--- config.mk ---
export PLATFORM = sky130hd
export DESIGN_NAME = obx_top
export DESIGN_NICKNAME = d
export VERILOG_FILES = /design/src/obx_pkg.sv /design/src/obx_if.sv /design/src/obx_top.sv /design/src/obx_ramp.sv /design/src/obx_apb.sv
export SDC_FILE = /design/constraint.sdc
export NUM_CORES = 1
export LEC_CHECK = 0
export ABC_AREA = 1
export BUFFER_PORTS_ARGS = -buffer_cell sky130_fd_sc_hd__buf_4
export CORE_ASPECT_RATIO = 1.75
export CORE_MARGIN = 2
export CORE_UTILIZATION = 35
export CTS_CLUSTER_DIAMETER = 200
export DETAILED_ROUTE_END_ITERATION = 8
export PLACE_DENSITY = 0.52
export REMOVE_ABC_BUFFERS = 1
export SETUP_SLACK_MARGIN = 0.15
export SLEW_MARGIN = 20
export SYNTH_ARGS = -nofsm -noshare
export SYNTH_HDL_FRONTEND = slang
export SYNTH_SLANG_ARGS = --single-unit
--- constraint.sdc ---
create_clock -name pclk -period 3.7 [get_ports pclk]
set_input_delay 0.185 -clock pclk [delete_from_list [all_inputs] [get_ports pclk]]
set_output_delay 0.185 -clock pclk [all_outputs]
set_load 0.03 [all_outputs]
--- src/obx_pkg.sv ---
package obx_pkg;

	// ****************************************
	// Clocking and timing
	// ****************************************
	localparam int PCLK_FREQ_KHZ  = 40000;
	localparam int OSC_FREQ_KHZ   = 4000;
	localparam int TICK_DIV       = PCLK_FREQ_KHZ / OSC_FREQ_KHZ;
	localparam int STEP_TIME_US   = 250;
	localparam int STEP_TICKS     = STEP_TIME_US * OSC_FREQ_KHZ / 1000;
	localparam int STRAP_SETTLE   = 2;

	// ****************************************
	// Register map (byte addresses)
	// ****************************************
	localparam logic [7:0] ADDR_VSET   = 8'h00;
	localparam logic [7:0] ADDR_ISET   = 8'h04;
	localparam logic [7:0] ADDR_OVSET  = 8'h08;
	localparam logic [7:0] ADDR_RBSET  = 8'h0c;
	localparam logic [7:0] ADDR_MUX    = 8'h10;
	localparam logic [7:0] ADDR_STATUS = 8'h14;

	// Status field positions
	localparam int ST_BIT_EXER    = 0;
	localparam int ST_BIT_PASS    = 1;
	localparam int ST_BIT_FAIL    = 2;
	localparam int ST_BIT_RUN     = 3;
	localparam int ST_LOOP_LSB    = 8;

	// ****************************************
	// Widths, codes and reset values
	// ****************************************
	localparam int WIDE_BITS      = 12;
	localparam int NARROW_BITS    = 8;
	localparam logic [3:0] WIDE_W   = 4'hc;
	localparam logic [3:0] NARROW_W = 4'h8;
	localparam logic [2:0] MUX_COMMON = 3'h1;
	localparam logic [2:0] MUX_VSENSE = 3'h3;
	localparam logic [2:0] MUX_RESET  = 3'h1;
	localparam logic [11:0] WIDE_RESET   = 12'h000;
	localparam logic [7:0]  NARROW_RESET = 8'h00;
	localparam int RAM_WORDS      = 16;
	localparam logic [7:0] RAM_SEED  = 8'h55;
	localparam logic [7:0] ROM_MULT  = 8'h25;
	localparam logic [7:0] ROM_ADD   = 8'h05;
	localparam logic [7:0] ROM_SUM   = 8'ha8;

	typedef enum logic [2:0] {
		ST_STRAP,
		ST_WAIT_CLEAR,
		ST_RAM_WR,
		ST_RAM_RD,
		ST_ROM,
		ST_EXER,
		ST_NORMAL,
		ST_FAIL
	} obx_state_e;

endpackage

--- src/obx_if.sv ---
`timescale 1ns/1ps

interface obx_ramp_if;
	logic        step;
	logic [3:0]  width;
	logic [11:0] code;
	logic        done;
	logic        clear;
	modport ctrl (output step, output width, output clear, input code, input done);
	modport ramp (input step, input width, input clear, output code, output done);
endinterface

interface obx_reg_if;
	logic        wr;
	logic [7:0]  addr;
	logic [31:0] wdata;
	logic [31:0] rdata;
	logic        hit;
	modport slave (output wr, output addr, output wdata, input rdata, input hit);
	modport core  (input wr, input addr, input wdata, output rdata, output hit);
endinterface

--- src/obx_top.sv ---
`timescale 1ns/1ps

module obx_top #(
	parameter int          STEP_TICKS    = obx_pkg::STEP_TICKS,
	parameter logic [2:0]  CHANNEL_NUM   = 3'h1
) (
	input  wire logic         pclk,
	input  wire logic         presetn,
	input  wire logic         ce,
	input  wire logic         mode_strap_n,
	input  wire logic         power_clear_ok,
	input  wire logic         psel,
	input  wire logic         penable,
	input  wire logic         pwrite,
	input  wire logic [7:0]   paddr,
	input  wire logic [31:0]  pwdata,
	output logic              pready,
	output logic [31:0]       prdata,
	output logic              pslverr,
	output logic [11:0]       voltage_setpoint_converter,
	output logic [11:0]       readback_converter,
	output logic [7:0]        current_limit_converter,
	output logic [7:0]        overvoltage_setpoint_converter,
	output logic [2:0]        readback_mux_sel,
	output logic              prog_overvoltage_inhibit,
	output logic              hardware_fault_banner,
	output logic [2:0]        banner_channel,
	output logic              selftest_fail
);

	obx_pkg::obx_state_e state;
	obx_ramp_if          rif ();
	obx_reg_if           rg ();

	logic        strap_s1, strap_s2, clr_s1, clr_s2;
	logic [1:0]  strap_cnt;
	logic        exer_mode;
	logic [3:0]  tick_cnt;
	logic        tick;
	logic [15:0] step_cnt;
	logic        step;
	logic [1:0]  conv_idx;
	logic [3:0]  loop_count;
	logic [3:0]  test_idx;
	logic [7:0]  rom_acc;
	logic        tests_pass;
	logic [7:0]  ram [obx_pkg::RAM_WORDS];
	logic [11:0] host_vset, host_rbset;
	logic [7:0]  host_iset, host_ovset;
	logic [2:0]  host_mux;

	function automatic logic [7:0] ram_pattern(input logic [3:0] idx);
		ram_pattern = {4'h0, idx} ^ obx_pkg::RAM_SEED;
	endfunction

	function automatic logic [7:0] rom_word(input logic [3:0] idx);
		rom_word = 8'({4'h0, idx} * obx_pkg::ROM_MULT) + obx_pkg::ROM_ADD;
	endfunction

	function automatic logic [3:0] conv_width(input logic [1:0] idx);
		conv_width = idx[1] ? obx_pkg::NARROW_W : obx_pkg::WIDE_W;
	endfunction

	obx_ramp u_ramp (
		.pclk    (pclk),
		.presetn (presetn),
		.ce      (ce),
		.rif     (rif)
	);

	obx_apb u_apb (
		.pclk    (pclk),
		.presetn (presetn),
		.ce      (ce),
		.psel    (psel),
		.penable (penable),
		.pwrite  (pwrite),
		.paddr   (paddr),
		.pwdata  (pwdata),
		.pready  (pready),
		.prdata  (prdata),
		.pslverr (pslverr),
		.regs    (rg)
	);

	assign rif.step  = step && state == obx_pkg::ST_EXER;
	assign rif.width = conv_width(conv_idx);
	assign rif.clear = state != obx_pkg::ST_EXER;

	// ****************************************
	// Pin synchronisers
	// ****************************************
	always_ff @(posedge pclk or negedge presetn)
	begin
		if (!presetn)
		begin
			strap_s1 <= 1'b1;
			strap_s2 <= 1'b1;
			clr_s1   <= 1'b0;
			clr_s2   <= 1'b0;
		end
		else if (ce)
		begin
			strap_s1 <= mode_strap_n;
			strap_s2 <= strap_s1;
			clr_s1   <= power_clear_ok;
			clr_s2   <= clr_s1;
		end
	end

	// ****************************************
	// 4 MHz tick and step interval
	// ****************************************
	always_ff @(posedge pclk or negedge presetn)
	begin
		if (!presetn)
		begin
			tick_cnt <= 4'h0;
			tick     <= 1'b0;
		end
		else if (ce)
		begin
			tick     <= tick_cnt == 4'(obx_pkg::TICK_DIV - 1);
			tick_cnt <= (tick_cnt == 4'(obx_pkg::TICK_DIV - 1)) ? 4'h0 : tick_cnt + 4'h1;
		end
	end

	always_ff @(posedge pclk or negedge presetn)
	begin
		if (!presetn)
		begin
			step_cnt <= 16'h0000;
			step     <= 1'b0;
		end
		else if (ce)
		begin
			step <= 1'b0;
			if (state != obx_pkg::ST_EXER)
				step_cnt <= 16'h0000;
			else if (tick)
			begin
				if (step_cnt == 16'(STEP_TICKS - 1))
				begin
					step_cnt <= 16'h0000;
					step     <= 1'b1;
				end
				else
					step_cnt <= step_cnt + 16'h0001;
			end
		end
	end

	// ****************************************
	// Mode sequencer
	// ****************************************
	always_ff @(posedge pclk or negedge presetn)
	begin
		if (!presetn)
		begin
			state      <= obx_pkg::ST_STRAP;
			strap_cnt  <= 2'h0;
			exer_mode  <= 1'b0;
			test_idx   <= 4'h0;
			rom_acc    <= 8'h00;
			tests_pass <= 1'b0;
		end
		else if (ce)
		begin
			case (state)
				obx_pkg::ST_STRAP:
				begin
					// Strap is caught once, after the synchroniser has filled
					if (strap_cnt == 2'(obx_pkg::STRAP_SETTLE))
					begin
						exer_mode <= !strap_s2;
						state     <= strap_s2 ? obx_pkg::ST_NORMAL : obx_pkg::ST_WAIT_CLEAR;
					end
					else
						strap_cnt <= strap_cnt + 2'h1;
				end
				obx_pkg::ST_WAIT_CLEAR:
				begin
					test_idx <= 4'h0;
					rom_acc  <= 8'h00;
					tests_pass <= 1'b0;
					if (clr_s2)
						state <= obx_pkg::ST_RAM_WR;
				end
				obx_pkg::ST_RAM_WR:
				begin
					test_idx <= test_idx + 4'h1;
					if (test_idx == 4'hf)
						state <= obx_pkg::ST_RAM_RD;
				end
				obx_pkg::ST_RAM_RD:
				begin
					test_idx <= test_idx + 4'h1;
					if (ram[test_idx] != ram_pattern(test_idx))
						state <= obx_pkg::ST_FAIL;
					else if (test_idx == 4'hf)
						state <= obx_pkg::ST_ROM;
				end
				obx_pkg::ST_ROM:
				begin
					test_idx <= test_idx + 4'h1;
					rom_acc  <= rom_acc + rom_word(test_idx);
					if (test_idx == 4'hf)
					begin
						tests_pass <= (rom_acc + rom_word(test_idx)) == obx_pkg::ROM_SUM;
						state      <= ((rom_acc + rom_word(test_idx)) == obx_pkg::ROM_SUM)
							? obx_pkg::ST_EXER : obx_pkg::ST_FAIL;
					end
				end
				obx_pkg::ST_EXER:
				begin
					if (!clr_s2)
						state <= obx_pkg::ST_WAIT_CLEAR;
				end
				obx_pkg::ST_NORMAL:
					state <= obx_pkg::ST_NORMAL;
				obx_pkg::ST_FAIL:
				begin
					if (!clr_s2)
						state <= obx_pkg::ST_WAIT_CLEAR;
				end
				default:
					state <= obx_pkg::ST_STRAP;
			endcase
		end
	end

	always_ff @(posedge pclk)
	begin
		if (ce && state == obx_pkg::ST_RAM_WR)
			ram[test_idx] <= ram_pattern(test_idx);
	end

	// ****************************************
	// Converter walk order and loop count
	// ****************************************
	always_ff @(posedge pclk or negedge presetn)
	begin
		if (!presetn)
		begin
			conv_idx   <= 2'h0;
			loop_count <= 4'h0;
		end
		else if (ce)
		begin
			if (state != obx_pkg::ST_EXER)
				conv_idx <= 2'h0;
			else if (rif.done)
			begin
				conv_idx <= conv_idx + 2'h1;
				if (conv_idx == 2'h3)
					loop_count <= loop_count + 4'h1;
			end
		end
	end

	// ****************************************
	// Host registers; exercise locks them out
	// ****************************************
	always_ff @(posedge pclk or negedge presetn)
	begin
		if (!presetn)
		begin
			host_vset  <= obx_pkg::WIDE_RESET;
			host_rbset <= obx_pkg::WIDE_RESET;
			host_iset  <= obx_pkg::NARROW_RESET;
			host_ovset <= obx_pkg::NARROW_RESET;
			host_mux   <= obx_pkg::MUX_RESET;
		end
		else if (rg.wr && !exer_mode)
		begin
			case (rg.addr)
				obx_pkg::ADDR_VSET:  host_vset  <= rg.wdata[11:0];
				obx_pkg::ADDR_ISET:  host_iset  <= rg.wdata[7:0];
				obx_pkg::ADDR_OVSET: host_ovset <= rg.wdata[7:0];
				obx_pkg::ADDR_RBSET: host_rbset <= rg.wdata[11:0];
				obx_pkg::ADDR_MUX:   host_mux   <= rg.wdata[2:0];
				default:             host_mux   <= host_mux;
			endcase
		end
	end

	always_comb
	begin
		rg.hit   = 1'b1;
		rg.rdata = 32'h0000_0000;
		case (rg.addr)
			obx_pkg::ADDR_VSET:  rg.rdata[11:0] = host_vset;
			obx_pkg::ADDR_ISET:  rg.rdata[7:0]  = host_iset;
			obx_pkg::ADDR_OVSET: rg.rdata[7:0]  = host_ovset;
			obx_pkg::ADDR_RBSET: rg.rdata[11:0] = host_rbset;
			obx_pkg::ADDR_MUX:   rg.rdata[2:0]  = host_mux;
			obx_pkg::ADDR_STATUS:
			begin
				rg.rdata[obx_pkg::ST_BIT_EXER] = exer_mode;
				rg.rdata[obx_pkg::ST_BIT_PASS] = tests_pass;
				rg.rdata[obx_pkg::ST_BIT_FAIL] = state == obx_pkg::ST_FAIL;
				rg.rdata[obx_pkg::ST_BIT_RUN]  = state == obx_pkg::ST_EXER;
				rg.rdata[obx_pkg::ST_LOOP_LSB +: 4] = loop_count;
			end
			default:             rg.hit = 1'b0;
		endcase
	end

	// ****************************************
	// Converter, mux and display outputs
	// ****************************************
	always_ff @(posedge pclk or negedge presetn)
	begin
		if (!presetn)
		begin
			voltage_setpoint_converter     <= obx_pkg::WIDE_RESET;
			readback_converter             <= obx_pkg::WIDE_RESET;
			current_limit_converter        <= obx_pkg::NARROW_RESET;
			overvoltage_setpoint_converter <= obx_pkg::NARROW_RESET;
			readback_mux_sel               <= obx_pkg::MUX_RESET;
		end
		else if (ce)
		begin
			if (state == obx_pkg::ST_EXER)
			begin
				case (conv_idx)
					2'h0:    voltage_setpoint_converter     <= rif.code;
					2'h1:    readback_converter             <= rif.code;
					2'h2:    current_limit_converter        <= rif.code[7:0];
					default: overvoltage_setpoint_converter <= rif.code[7:0];
				endcase
				if (step)
					readback_mux_sel <= (readback_mux_sel == obx_pkg::MUX_COMMON)
						? obx_pkg::MUX_VSENSE : obx_pkg::MUX_COMMON;
			end
			else if (!exer_mode)
			begin
				voltage_setpoint_converter     <= host_vset;
				readback_converter             <= host_rbset;
				current_limit_converter        <= host_iset;
				overvoltage_setpoint_converter <= host_ovset;
				readback_mux_sel               <= host_mux;
			end
			else
			begin
				// Outside the loop the converters rest at zero and the mux at common so no load is driven
				voltage_setpoint_converter     <= obx_pkg::WIDE_RESET;
				readback_converter             <= obx_pkg::WIDE_RESET;
				current_limit_converter        <= obx_pkg::NARROW_RESET;
				overvoltage_setpoint_converter <= obx_pkg::NARROW_RESET;
				readback_mux_sel               <= obx_pkg::MUX_COMMON;
			end
		end
	end

	always_ff @(posedge pclk or negedge presetn)
	begin
		if (!presetn)
		begin
			prog_overvoltage_inhibit <= 1'b0;
			hardware_fault_banner    <= 1'b0;
			banner_channel           <= 3'h0;
			selftest_fail            <= 1'b0;
		end
		else if (ce)
		begin
			prog_overvoltage_inhibit <= exer_mode;
			hardware_fault_banner    <= exer_mode;
			banner_channel           <= exer_mode ? CHANNEL_NUM : 3'h0;
			selftest_fail            <= state == obx_pkg::ST_FAIL;
		end
	end

	// ****************************************
	// Checks
	// ****************************************
	AST_INHIBIT_HELD: assert property (@(posedge pclk) disable iff (!presetn)
		(ce && exer_mode) |=> prog_overvoltage_inhibit)
		else $error("Overvoltage inhibit low during exercise");
	AST_BANNER_CH: assert property (@(posedge pclk) disable iff (!presetn)
		(ce && exer_mode) |=> hardware_fault_banner && banner_channel == CHANNEL_NUM)
		else $error("Fault banner missing during exercise");
	AST_NORMAL_START: assert property (@(posedge pclk) disable iff (!presetn)
		(ce && state == obx_pkg::ST_STRAP && strap_cnt == 2'h2 && strap_s2)
		|=> state == obx_pkg::ST_NORMAL && !exer_mode)
		else $error("High strap did not start normally");
	AST_WAIT_CLEAR: assert property (@(posedge pclk) disable iff (!presetn)
		(ce && state == obx_pkg::ST_WAIT_CLEAR && !clr_s2)
		|=> state == obx_pkg::ST_WAIT_CLEAR)
		else $error("Left wait without power clear");
	AST_HOST_LOCKED: assert property (@(posedge pclk) disable iff (!presetn)
		(rg.wr && exer_mode) |=> $stable(host_vset) && $stable(host_mux))
		else $error("Host write took effect during exercise");
	AST_MUX_TOGGLE: assert property (@(posedge pclk) disable iff (!presetn)
		(ce && state == obx_pkg::ST_EXER && step && readback_mux_sel == obx_pkg::MUX_COMMON)
		|=> readback_mux_sel == obx_pkg::MUX_VSENSE)
		else $error("Readback mux did not switch to sense input");
	AST_TICK_RATE: assert property (@(posedge pclk) disable iff (!presetn)
		(ce && tick) |=> (!(ce && tick)) [*8])
		else $error("Oscillator tick faster than 4 MHz");
	AST_EXIT_ON_CLEAR: assert property (@(posedge pclk) disable iff (!presetn)
		(ce && state == obx_pkg::ST_EXER && !clr_s2) |=> state == obx_pkg::ST_WAIT_CLEAR)
		else $error("Loop kept running after power clear dropped");

	COV_EXER: cover property (@(posedge pclk) disable iff (!presetn)
		state == obx_pkg::ST_EXER);
	COV_FULL_SCALE: cover property (@(posedge pclk) disable iff (!presetn)
		voltage_setpoint_converter == 12'hfff);
	COV_LOOP_WRAP: cover property (@(posedge pclk) disable iff (!presetn)
		rif.done && conv_idx == 2'h3);

endmodule

--- src/obx_ramp.sv ---
`timescale 1ns/1ps

module obx_ramp (
	input  wire logic   pclk,
	input  wire logic   presetn,
	input  wire logic   ce,
	obx_ramp_if.ramp    rif
);

	logic        going_down;
	logic [11:0] mask;

	always_comb
	begin
		mask = 12'hfff >> (4'hc - rif.width);
	end

	// ****************************************
	// Bit walk: set from the LSB up, then clear from the LSB up
	// ****************************************
	always_ff @(posedge pclk or negedge presetn)
	begin
		if (!presetn)
		begin
			rif.code   <= 12'h000;
			going_down <= 1'b0;
			rif.done   <= 1'b0;
		end
		else if (ce)
		begin
			rif.done <= 1'b0;
			if (rif.clear)
			begin
				// Leaving the loop restarts the next walk from zero
				rif.code   <= 12'h000;
				going_down <= 1'b0;
			end
			else if (rif.step)
			begin
				if (!going_down)
				begin
					if (rif.code == mask)
					begin
						going_down <= 1'b1;
						rif.code   <= {rif.code[10:0], 1'b0} & mask;
					end
					else
						rif.code <= {rif.code[10:0], 1'b1} & mask;
				end
				else
				begin
					rif.code <= {rif.code[10:0], 1'b0} & mask;
					if (({rif.code[10:0], 1'b0} & mask) == 12'h000)
					begin
						going_down <= 1'b0;
						rif.done   <= 1'b1;
					end
				end
			end
		end
	end

	AST_RAMP_UP: assert property (@(posedge pclk) disable iff (!presetn)
		(ce && rif.step && !going_down && rif.code != mask)
		|=> rif.code == (({$past(rif.code[10:0]), 1'b1}) & mask))
		else $error("Upward walk did not set the next bit");
	AST_RAMP_DOWN: assert property (@(posedge pclk) disable iff (!presetn)
		(ce && rif.step && (going_down || rif.code == mask))
		|=> rif.code == (({$past(rif.code[10:0]), 1'b0}) & mask))
		else $error("Downward walk did not clear the lowest set bit");

endmodule

--- src/obx_apb.sv ---
`timescale 1ns/1ps

module obx_apb (
	input  wire logic        pclk,
	input  wire logic        presetn,
	input  wire logic        ce,
	input  wire logic        psel,
	input  wire logic        penable,
	input  wire logic        pwrite,
	input  wire logic [7:0]  paddr,
	input  wire logic [31:0] pwdata,
	output logic             pready,
	output logic [31:0]      prdata,
	output logic             pslverr,
	obx_reg_if.slave         regs
);

	assign regs.addr  = paddr;
	assign regs.wdata = pwdata;
	// Write lands only at the edge where the master sees pready
	assign regs.wr    = ce && psel && penable && pready && pwrite && regs.hit;

	// ****************************************
	// One wait-free access; answers come from flops
	// ****************************************
	always_ff @(posedge pclk or negedge presetn)
	begin
		if (!presetn)
		begin
			pready  <= 1'b0;
			prdata  <= 32'h0000_0000;
			pslverr <= 1'b0;
		end
		else if (ce)
		begin
			if (psel && !penable && !pready)
			begin
				pready  <= 1'b1;
				prdata  <= regs.hit ? regs.rdata : 32'h0000_0000;
				pslverr <= !regs.hit;
			end
			else
			begin
				pready  <= 1'b0;
				pslverr <= 1'b0;
			end
		end
	end

endmodule

==> flow_summary_export.csv, run 1 <==
group,metric,value,unit
final_layout,share_of_final_layout_standard_cells_stronger_than_drive_strength_1,14.0,%
die,die_h,240,um
global_route,first_pass_grt_wire_length,47100,um
clock_tree,cts_buffer_depth,3,
hold_path,worstHoldPathCells,3,
synthesis,yosysUniqueCellTypes,56,
clock_tree,clkTransAtPathRegs,60,ps
drt,detail_route.first_pass.iterations,5,
critical_path,worst-r2r-setup-slack,400,ps
die,core_region_area,31500,um2
clock_tree,cts_htree_levels,1,
synthesis,post_synth_xor_area_fraction,1.10,%
synthesis,ys.warnings.count,0,
clock_tree,cts_buffers,23,
critical_path,setup.worst_path.start_class,"register",
critical_path,critPathSlowestCell,"fa_1",
synthesis,dominant_combinational_cell_family_by_area_after_synthesis,"simple AND/OR/NAND/NOR gates",
die,row_count,86,
synthesis,synth_compound_gate_area_share,10.6,%
critical_path,reg2reg_from,"test_idx[3]",
timing,clock_skews,7.68,ps
final_layout,nFillCells,3190,
final_layout,fin_cells,1716,
global_route,antenna_found_initial,0,
critical_path,timing.setup.critical_path_class,"register to register",
critical_path,critical_path_buf_inv_count,3,
synthesis,post_synth_inst_count,1203,
run,drv_cap,0,
placement,minimum_setup_slack_after_placement,312,ps
synthesis,post_synth_mux_area_share,0,%
pwr,p_leak,5.92,nW
timing,layout_worst_path_cycle_share,89.2,%
run_status,run_status,"finished, final reports clean",
critical_path,endpoint_kind,"register",
placement,dpl_cell_area,12100,um2
global_route,global_route.usage.total,17.9,%
die,fp.dieArea,33400,um2
final_layout,most_frequent_standard_cell_in_the_layout_excluding_fill_and_tap_cells,"nand2_1",
critical_path,cp_cell_sequence,"ha_1 -> inv_1 -> fa_1 -> inv_1 -> fa_1 -> inv_1 -> fa_2 -> nand3b_1 -> nand2_1 -> xnor2_1 -> nand2_1 -> nor2_1 -> nand2_1 -> a21oi_1 -> nand3_1 -> nand2_1 -> nand2_1",
critical_path,regToRegEndpoint,"state[1]",
synthesis,synth_largest_area_cell,"dfrtp_1",
hold_path,holdCritStartpoint,"pwdata[0]",
timing,timing.final.ws_setup,398,ps
critical_path,critPathArrivalTime,3710,ps
timing,report.final.setup_viol,0,
clock_tree,clock_sinks,231,
synthesis,ys_ff_latch,231,
drt,remaining_drc_errors,0,
drt,drt_iter0_markers,506,
critical_path,cpPeakStageDelay,500,ps
final_layout,flow.area_growth_from_synthesis,16.0,%
final_layout,antenna_cells,0,
drt,postRouteAntennaNets,0,
global_route,grt_start_max_net_pins,67,
global_route,grt_pass1_vias,8418,
hold_path,min_delay_worst_endpoint,"host_rbset[0]",
critical_path,cp.required,4110,ps
placement,globalplace.congestion,0.898,
timing,totalNegativeSetupSlack,0,ps
synthesis,ys_async_sr_fraction,72.3,%
synthesis,seq_area_frac_synth,54.6,%
synthesis,top_area_cell_type_share_of_the_netlist_area,36.5,%
clock_tree,clockRootBuffer,"clkbuf_16",
placement,dp_hpwl,21000,um
critical_path,top_family_by_delay_on_critical_path,"adder cells",
timing,final_period_minus_worst_setup_slack,3300,ps
critical_path,worstPathMaxFanout,2,
timing,count_of_pins_over_their_slew_limit,0,
critical_path,critical_path.most_common_cell,"nand2_1",
placement,placement.io_buffers,88,
synthesis,synthesis.area,11200,um2
drt,total_number_of_vias,8436,
synthesis,synth-edff-count,64,
timing,clock.fmax,303,MHz
final_layout,most-common-layout-cells,"nand2_1, dfrtp_1, inv_1, nor2_1, buf_4",
pwr,pwr_density,652,nW/um2
final_layout,post-route-cell-area,13000,um2
drt,vias_per_std_cell,4.92,
final_layout,design.final.nets,1388,
timing,grt_setup_unrepaired,"no",
clock_tree,clk_latency,520,ps
drt,wire_length_per_cell,17.5,um
synthesis,yosys-top-cells-area,"dfrtp_1, edfxtp_1, nand2_1",
clock_tree,cts_tree,"done",
synthesis,postSynthAreaPerCell,9.29,um2
die,die_width,139,um
pwr,vdd_drop_max,355,uV
global_route,overflow,0,
hold_path,hold_class,"input port to register",
clock_tree,cts_setup_buffers,0,
critical_path,ff2ff_path_depth,17,
placement,post-place-cells,1660,
timing,max-slew-margin-rel,41.3,%
drt,route.final.wire_length,29900,um
die,start_util,35.5,%
synthesis,post_synth_and_or_nand_nor_area_fraction,20.2,%
synthesis,fraction_of_the_mapped_netlist_area_in_adder_cells,4.43,%
timing,final-hold-violation-count,0,
synthesis,synth-main-ff-cell,"dfrtp_1",
die,io-pin-count,131,
timing,worst_pin_slew,880,ps
==> worst max path at each step <==
stage,slack (ps),start,to,cells past startpoint
floorplan,110,test_idx[1],state[1],17
global placement,350,test_idx[1],state[1],17
detailed placement,310,test_idx[1],state[1],17
CTS,290,test_idx[3],state[1],17
global route,190,test_idx[3],state[1],17
finish,400,test_idx[3],state[1],17
==> per-layer routing <==
layer  GRT usage, %  share of wire [%]
met1           20.9                 40
met2           34.7                 55
met3           1.99                3.3
met4           4.56                1.9
met5              0                  0
==> metrics by stage <==
| stage | hold WS (ps) | total power [mW] | util [%] |
|---|---|---|---|
| 6_report | 31.7 | 8.46 | 41.1 |
| 4_1_cts | 15.0 | 8.54 | 41.1 |
| 3_5_place_dp | 209 | 6.20 | 38.4 |
| 3_3_place_gp | 200 | 6.15 | 38.4 |
| 5_1_grt | 53.1 | 9.03 | 41.1 |
| 2_1_floorplan | -111 | 5.17 | - |
==> what timing repair did <==
| item | in CTS | in global routing |
|---|---|---|
| gates resized for setup | 0 | 2 |
| endpoints found under the setup margin | 0 | 1 |
| hold buffers | 15 | 0 |
| endpoints found under the hold margin | 89 | 0 |
==> logic make-up after synthesis <==
family / count (synthesis)
flops: 231
buf+inv: 212
fa+ha+maj: 36
simple gates: 509
xor+xnor: 14
other cells: 1
compound gates: 200
==> sequential cells by signal, summed over array words and instances (netlist names), 2 cells and up <==
signal	count
host_vset	12
u_apb.prdata	12
overvoltage_setpoint_converter	8
host_ovset	8
voltage_setpoint_converter	12
test_idx	4
conv_idx	2
host_iset	8
readback_converter	12
readback_mux_sel	3
loop_count	4
u_ramp.rif.code	12
host_rbset	12
host_mux	3
strap_cnt	2
state	3
tick_cnt	4
ram	64
rom_acc	8
current_limit_converter	8
step_cnt	16
==> worst register-to-register path, stage by stage (launching register included) <==
cell	delay, ps
dfrtp_1	380
ha_1	270
inv_1	40
fa_1	480
inv_1	50
fa_1	500
inv_1	70
fa_2	400
nand3b_1	180
nand2_1	100
xnor2_1	140
nand2_1	70
nor2_1	120
nand2_1	80
a21oi_1	130
nand3_1	80
nand2_1	60
nand2_1	40
==> cell type report <==
type                            instances  area (um2)  area share (%)
Clock buffer                           34         637            4.91
Clock inverter                          7        80.1           0.617
Inverter                              150         568            4.38
Multi-Input combinational cell        781        4150            32.0
Sequential cell                       231        6110            47.1
Tap cell                              396         495            3.82
Timing Repair Buffer                  117         932            7.19
==> where the power goes <==
group          internal (mW)  leakage [nW]  switching, mW
Clock                   1.33         0.347          0.978
Sequential              2.96          2.77          0.195
Combinational           1.00          2.80           2.00
Total                   5.29          5.92           3.18
==> synthesized netlist by cell type (all sizes together), types with 8 or more instances <==
cell    instances
edfxtp         64
nor4            8
nand3          60
dfrtp         163
nor2          132
ha             30
nor3           18
inv           149
o21ai          91
o22ai          15
xor2            8
a21oi          26
nand2         271
buf            56
a31oi          45
a221oi          9
(Power assumes the default switching activity.)
==> inputs of run 2 (changes only) <==
==> constraint.sdc (replaced) <==
create_clock -name pclk -period 3.4 [get_ports pclk]
set_input_delay 0.17 -clock pclk [delete_from_list [all_inputs] [get_ports pclk]]
set_output_delay 0.17 -clock pclk [all_outputs]
set_load 0.03 [all_outputs]
==> run 2 against run 1 <==
  * Worst hold slack lost 19 ps
  * Core utilization up 0.34 points
  * Sequential power grew 8.9%
==> flow_summary_export.csv, run 2 (synthesized netlist as in run 1, its figures left out) <==
group,metric,value,unit
final_layout,flow.area_growth_from_synthesis,17.0,%
critical_path,cp.required,3830,ps
placement,dp_hpwl,21100,um
run_status,run_status,"finished, final reports clean",
die,fp.dieArea,33400,um2
final_layout,most-common-layout-cells,"nand2_1, dfrtp_1, inv_1, nor2_1, buf_4",
timing,final-hold-violation-count,0,
die,start_util,35.5,%
clock_tree,clk_latency,540,ps
drt,remaining_drc_errors,0,
drt,vias_per_std_cell,4.90,
drt,route.final.wire_length,30100,um
pwr,pwr_density,716,nW/um2
drt,total_number_of_vias,8454,
critical_path,endpoint_kind,"register",
global_route,grt_start_max_net_pins,70,
timing,layout_worst_path_cycle_share,94.6,%
global_route,global_route.usage.total,18.0,%
timing,final_period_minus_worst_setup_slack,3220,ps
die,die_width,139,um
global_route,first_pass_grt_wire_length,47500,um
clock_tree,cts_tree,"done",
final_layout,share_of_final_layout_standard_cells_stronger_than_drive_strength_1,15.2,%
clock_tree,clkTransAtPathRegs,70,ps
critical_path,cpPeakStageDelay,500,ps
clock_tree,clockRootBuffer,"clkbuf_16",
final_layout,registers.top_by_ff_count,"ram",
clock_tree,cts_htree_levels,1,
run,drv_cap,0,
pwr,p_leak,5.98,nW
drt,detail_route.first_pass.iterations,5,
placement,globalplace.congestion,0.882,
die,die_h,240,um
critical_path,critical_path_buf_inv_count,3,
global_route,grt_pass1_vias,8582,
critical_path,critical_path.most_common_cell,"nand2_1",
drt,wire_length_per_cell,17.4,um
final_layout,largest_register_ff_count,64,
timing,clock.fmax,311,MHz
critical_path,cp_cell_sequence,"ha_1 -> inv_1 -> fa_1 -> inv_1 -> fa_1 -> inv_1 -> fa_2 -> nand3b_1 -> nand2_2 -> xnor2_2 -> nand2_1 -> nor2_1 -> nand2_1 -> a21oi_2 -> nand3_1 -> nand2_1 -> nand2_1",
critical_path,setup.worst_path.start_class,"register",
drt,postRouteAntennaNets,0,
clock_tree,cts_buffers,24,
critical_path,worst-r2r-setup-slack,180,ps
timing,grt_setup_unrepaired,"yes",
timing,count_of_pins_over_their_slew_limit,0,
final_layout,nFillCells,3210,
critical_path,timing.setup.critical_path_class,"register to register",
critical_path,top_family_by_delay_on_critical_path,"adder cells",
final_layout,most_frequent_standard_cell_in_the_layout_excluding_fill_and_tap_cells,"nand2_1",
final_layout,layout_top_registers,"ram: 64 flops, step_cnt: 16 flops",
critical_path,critPathSlowestCell,"fa_1",
timing,max-slew-margin-rel,52.1,%
critical_path,worstPathMaxFanout,2,
hold_path,hold_class,"input port to register",
placement,placement.io_buffers,88,
die,io-pin-count,131,
pwr,power.total,9.37,mW
pwr,vdd_drop_max,376,uV
timing,worst_pin_slew,719,ps
drt,drt_iter0_markers,471,
final_layout,core_util_final,41.5,%
final_layout,antenna_cells,0,
timing,clock_skews,29.0,ps
final_layout,design.final.nets,1394,
die,row_count,86,
final_layout,sequential_cell_area,6110,um2
critical_path,critPathArrivalTime,3650,ps
final_layout,area_of_combinational_cells_with_multiple_inputs,4170,um2
die,core_region_area,31500,um2
clock_tree,clock_sinks,231,
timing,report.final.setup_viol,0,
global_route,overflow,0,
clock_tree,cts_buffer_depth,3,
global_route,antenna_found_initial,0,
## run 2: per-stage QoR
step	hold slack, ps	setup WS (ps)	area, um2	instances	TNS (ps)
finish	13.1	184	13100	1724	0
global route	27.4	17.2	13100	1724	0
CTS	1.51	159	13000	1723	0
detailed placement	232	30.3	12100	1661	0
global placement	236	60.2	12100	1661	0
floorplan	-126	-188	10800	1162	-191
## run 2: what timing repair did
| action | 4_1_cts | 5_1_grt |
|---|---|---|
| hold buffers | 17 | 0 |
| endpoints found under the setup margin | 1 | 1 |
| cloned | 0 | 0 |
| gates resized for setup | 1 | 5 |
| pin swaps | 1 | 0 |
| hold endpoints to repair | 104 | 0 |
| setup buffers | 1 | 1 |
## run 2: layout make-up
class	count	share of cell area, %
clock inverter	14	0.832
timing repair buffer	122	7.48
sequential	231	46.7
multi-input combinational	781	31.9
tap	396	3.79
inverter	150	4.34
clock buffer	30	5.00
## run 2: final timing paths
path,cells after the start,to,start
setup / recovery,17,state[1],test_idx[3]
min in group asynchronous,2,u_apb.prdata[5],presetn
max in group asynchronous,3,host_iset[7],presetn
setup reg to reg,17,state[1],test_idx[3]
hold reg to reg,2,strap_s1,strap_s1
hold / removal,3,host_ovset[0],pwdata[0]
## run 2: per-layer routing
metal | share of wire, % | vias up | global-route usage, % | wire length, um
li1 | - | 4154 | - | -
met1 | 40 | 4107 | 21.1 | 12100
met2 | 54 | 156 | 34.0 | 16300
met3 | 3.4 | 37 | 2.33 | 1040
met4 | 2.2 | 0 | 5.72 | 661
met5 | 0 | - | 0 | 0
## run 2: power breakdown
group / switching [mW] / internal (mW)
logic: 2.18 / 1.16
registers: 0.208 / 3.22
clock network: 1.15 / 1.45
## run 2: tightest hold or removal path, stage by stage
cell and delay (ps):
buf_4 80, inv_1 100, o21ai_0 170
==> inputs of run 3 (changes only) <==
--- a/config.mk
+++ b/config.mk
@@ -6,12 +6,13 @@
 export NUM_CORES = 1
 export LEC_CHECK = 0
 export ABC_AREA = 1
-export BUFFER_PORTS_ARGS = -buffer_cell sky130_fd_sc_hd__buf_4
+export BUFFER_PORTS_ARGS = -buffer_cell sky130_fd_sc_hd__clkbuf_2
 export CORE_ASPECT_RATIO = 1.75
 export CORE_MARGIN = 2
 export CORE_UTILIZATION = 35
 export CTS_CLUSTER_DIAMETER = 200
 export DETAILED_ROUTE_END_ITERATION = 8
+export GPL_TIMING_DRIVEN = 0
 export PLACE_DENSITY = 0.52
 export REMOVE_ABC_BUFFERS = 1
 export SETUP_SLACK_MARGIN = 0.15
==> run 3 against run 2 <==
  * Clock power hardly changed
  * Cell area is 1.5% lower
  * Count of clock-buffer cells in the layout down 5
  * First-iteration DRC count is 0.42% higher
  * Largest power group unchanged
  * Non-clock buffer count is 7 lower
  * Core utilization down 0.61 points
  * Power is 0.79% higher
  * Cell count down 0.58%
  * Sequential cell count did not move
==> flow_summary_export.csv, run 3 (synthesized netlist as in run 1, its figures left out) <==
group,metric,value,unit
run_status,run_status,"finished, final reports clean",
global_route,grt_start_max_net_pins,67,
critical_path,cp_cell_sequence,"ha_4 -> inv_2 -> fa_1 -> inv_2 -> fa_1 -> inv_2 -> fa_2 -> nand3b_1 -> nand2_2 -> xnor2_2 -> nand2_1 -> nor2_1 -> nand2_1 -> a21oi_2 -> nand3_1 -> nand2_1 -> nand2_1",
global_route,overflow,0,
hold_path,hold_class,"input port to register",
timing,report.final.setup_viol,0,
final_layout,largest_register_ff_count,64,
die,die_h,240,um
clock_tree,cts_htree_levels,1,
critical_path,cp-startpoint,"test_idx[3]",
critical_path,critPathArrivalTime,3780,ps
global_route,first_pass_grt_wire_length,46500,um
critical_path,regToRegEndpoint,"state[1]",
pwr,vdd_drop_max,412,uV
final_layout,flow.area_growth_from_synthesis,15.3,%
final_layout,antenna_cells,0,
timing,final-hold-violation-count,0,
drt,wire_length_per_cell,17.2,um
timing,worst_pin_slew,891,ps
final_layout,layout_top_registers,"ram: 64 flops, step_cnt: 16 flops",
pwr,p_leak,5.88,nW
die,die_width,139,um
drt,drt_iter0_markers,473,
timing,final_period_minus_worst_setup_slack,3380,ps
final_layout,design.final.nets,1386,
drt,total_number_of_vias,8334,
timing,clock.fmax,296,MHz
final_layout,most-common-layout-cells,"nand2_1, dfrtp_1, inv_1, nor2_1, clkbuf_2",
global_route,antenna_found_initial,0,
timing,grt_setup_unrepaired,"yes",
placement,minimum_setup_slack_after_placement,-568,ps
clock_tree,clkTransAtPathRegs,60,ps
clock_tree,cts_tree,"done",
timing,post_route_hold_slack,28.6,ps
timing,count_of_pins_over_their_slew_limit,0,
critical_path,cpPeakStageDelay,540,ps
timing,clock_skews,7.05,ps
timing,timing.final.ws_setup,24.0,ps
critical_path,critical_path.most_common_cell,"nand2_1",
critical_path,ff2ff_path_depth,17,
die,core_region_area,31500,um2
final_layout,registers.top_by_ff_count,"ram",
global_route,global_route.usage.total,17.7,%
pwr,power.total,9.44,mW
pwr,pwr_density,733,nW/um2
clock_tree,clock_sinks,231,
drt,vias_per_std_cell,4.86,
final_layout,most_frequent_standard_cell_in_the_layout_excluding_fill_and_tap_cells,"nand2_1",
critical_path,setup.worst_path.start_class,"register",
drt,detail_route.first_pass.iterations,5,
drt,route.final.wire_length,29500,um
final_layout,share_of_final_layout_standard_cells_stronger_than_drive_strength_1,15.3,%
global_route,grt_pass1_vias,8410,
critical_path,worstPathMaxFanout,2,
die,row_count,86,
critical_path,endpoint_kind,"register",
placement,globalplace.congestion,0.858,
drt,remaining_drc_errors,0,
timing,max-slew-margin-rel,40.5,%
die,fp.dieArea,33400,um2
critical_path,critPathSlowestCell,"fa_1",
placement,dp_hpwl,20400,um
die,start_util,35.5,%
clock_tree,cts_buffer_depth,3,
die,io-pin-count,131,
critical_path,reg2reg_from,"test_idx[3]",
placement,placement.io_buffers,88,
critical_path,worst-r2r-setup-slack,20,ps
critical_path,timing.setup.critical_path_class,"register to register",
timing,layout_worst_path_cycle_share,99.3,%
critical_path,cp.required,3810,ps
clock_tree,clk_latency,520,ps
timing,totalNegativeSetupSlack,0,ps
run,drv_cap,0,
clock_tree,cts_buffers,23,
clock_tree,clockRootBuffer,"clkbuf_16",
drt,postRouteAntennaNets,0,
critical_path,critical_path.endpoint,"state[1]",
## run 3: what timing repair did
action                     4_1_cts  5_1_grt
setup endpoints to repair        6        2
hold endpoints to repair       199        0
hold buffers                    13        0
resized for setup               10        5
pin swaps                        8        4
buffers inserted                 7        3
## run 3: metal layers
layer / vias up / part of all wire (%) / track usage, %
met4: 0 / 3.0 / 6.09
li1: 4139 / - / -
met5: - / 0 / 0
met3: 45 / 3.6 / 2.25
met1: 3988 / 39 / 20.1
met2: 162 / 54 / 34.1
## run 3: layout make-up
class                           count  area (um2)
Fill cell                        3187       18600
Multi-Input combinational cell    781        4200
Clock inverter                     16         174
Sequential cell                   231        6120
Inverter                          150         568
Timing Repair Buffer              115         748
Clock buffer                       25         583
Tap cell                          396         495
## run 3: worst max-delay path: cells and delay by family (launching register included)
kind / cells / cell delay, ps
adder cells (fa/ha/maj): 4 / 1660
AND/OR/NAND/NOR: 8 / 740
flip-flops: 1 / 510
AO/OA/AOI/OAI: 1 / 130
buffers and inverters: 3 / 120
XOR/XNOR: 1 / 120
## run 3: worst min-delay path by stage
stage,cells past startpoint,slack (ps),end,from
6_report,3,30,host_rbset[0],pwdata[0]
5_1_grt,3,40,host_rbset[0],pwdata[0]
4_1_cts,3,10,host_rbset[0],pwdata[0]
3_5_place_dp,1,130,u_apb.prdata[5],presetn
3_3_place_gp,3,400,strap_s1,mode_strap_n
2_1_floorplan,0,-130,clr_s1,presetn
## run 3: report_power, final
part / leakage [nW] / internal (mW) / switching [mW]
clock: 0.354 / 1.53 / 1.08
combinational: 2.76 / 1.18 / 2.15
sequential: 2.77 / 3.23 / 0.267
total: 5.88 / 5.94 / 3.50
## run 3: stage by stage
step / cell area, um2 / util [%] / std cells
2_1_floorplan: 10800 / - / 1162
3_3_place_gp: 11800 / 37.3 / 1646
3_5_place_dp: 11900 / 37.7 / 1650
4_1_cts: 12900 / 40.8 / 1711
5_1_grt: 12900 / 40.9 / 1714
6_report: 12900 / 40.9 / 1714
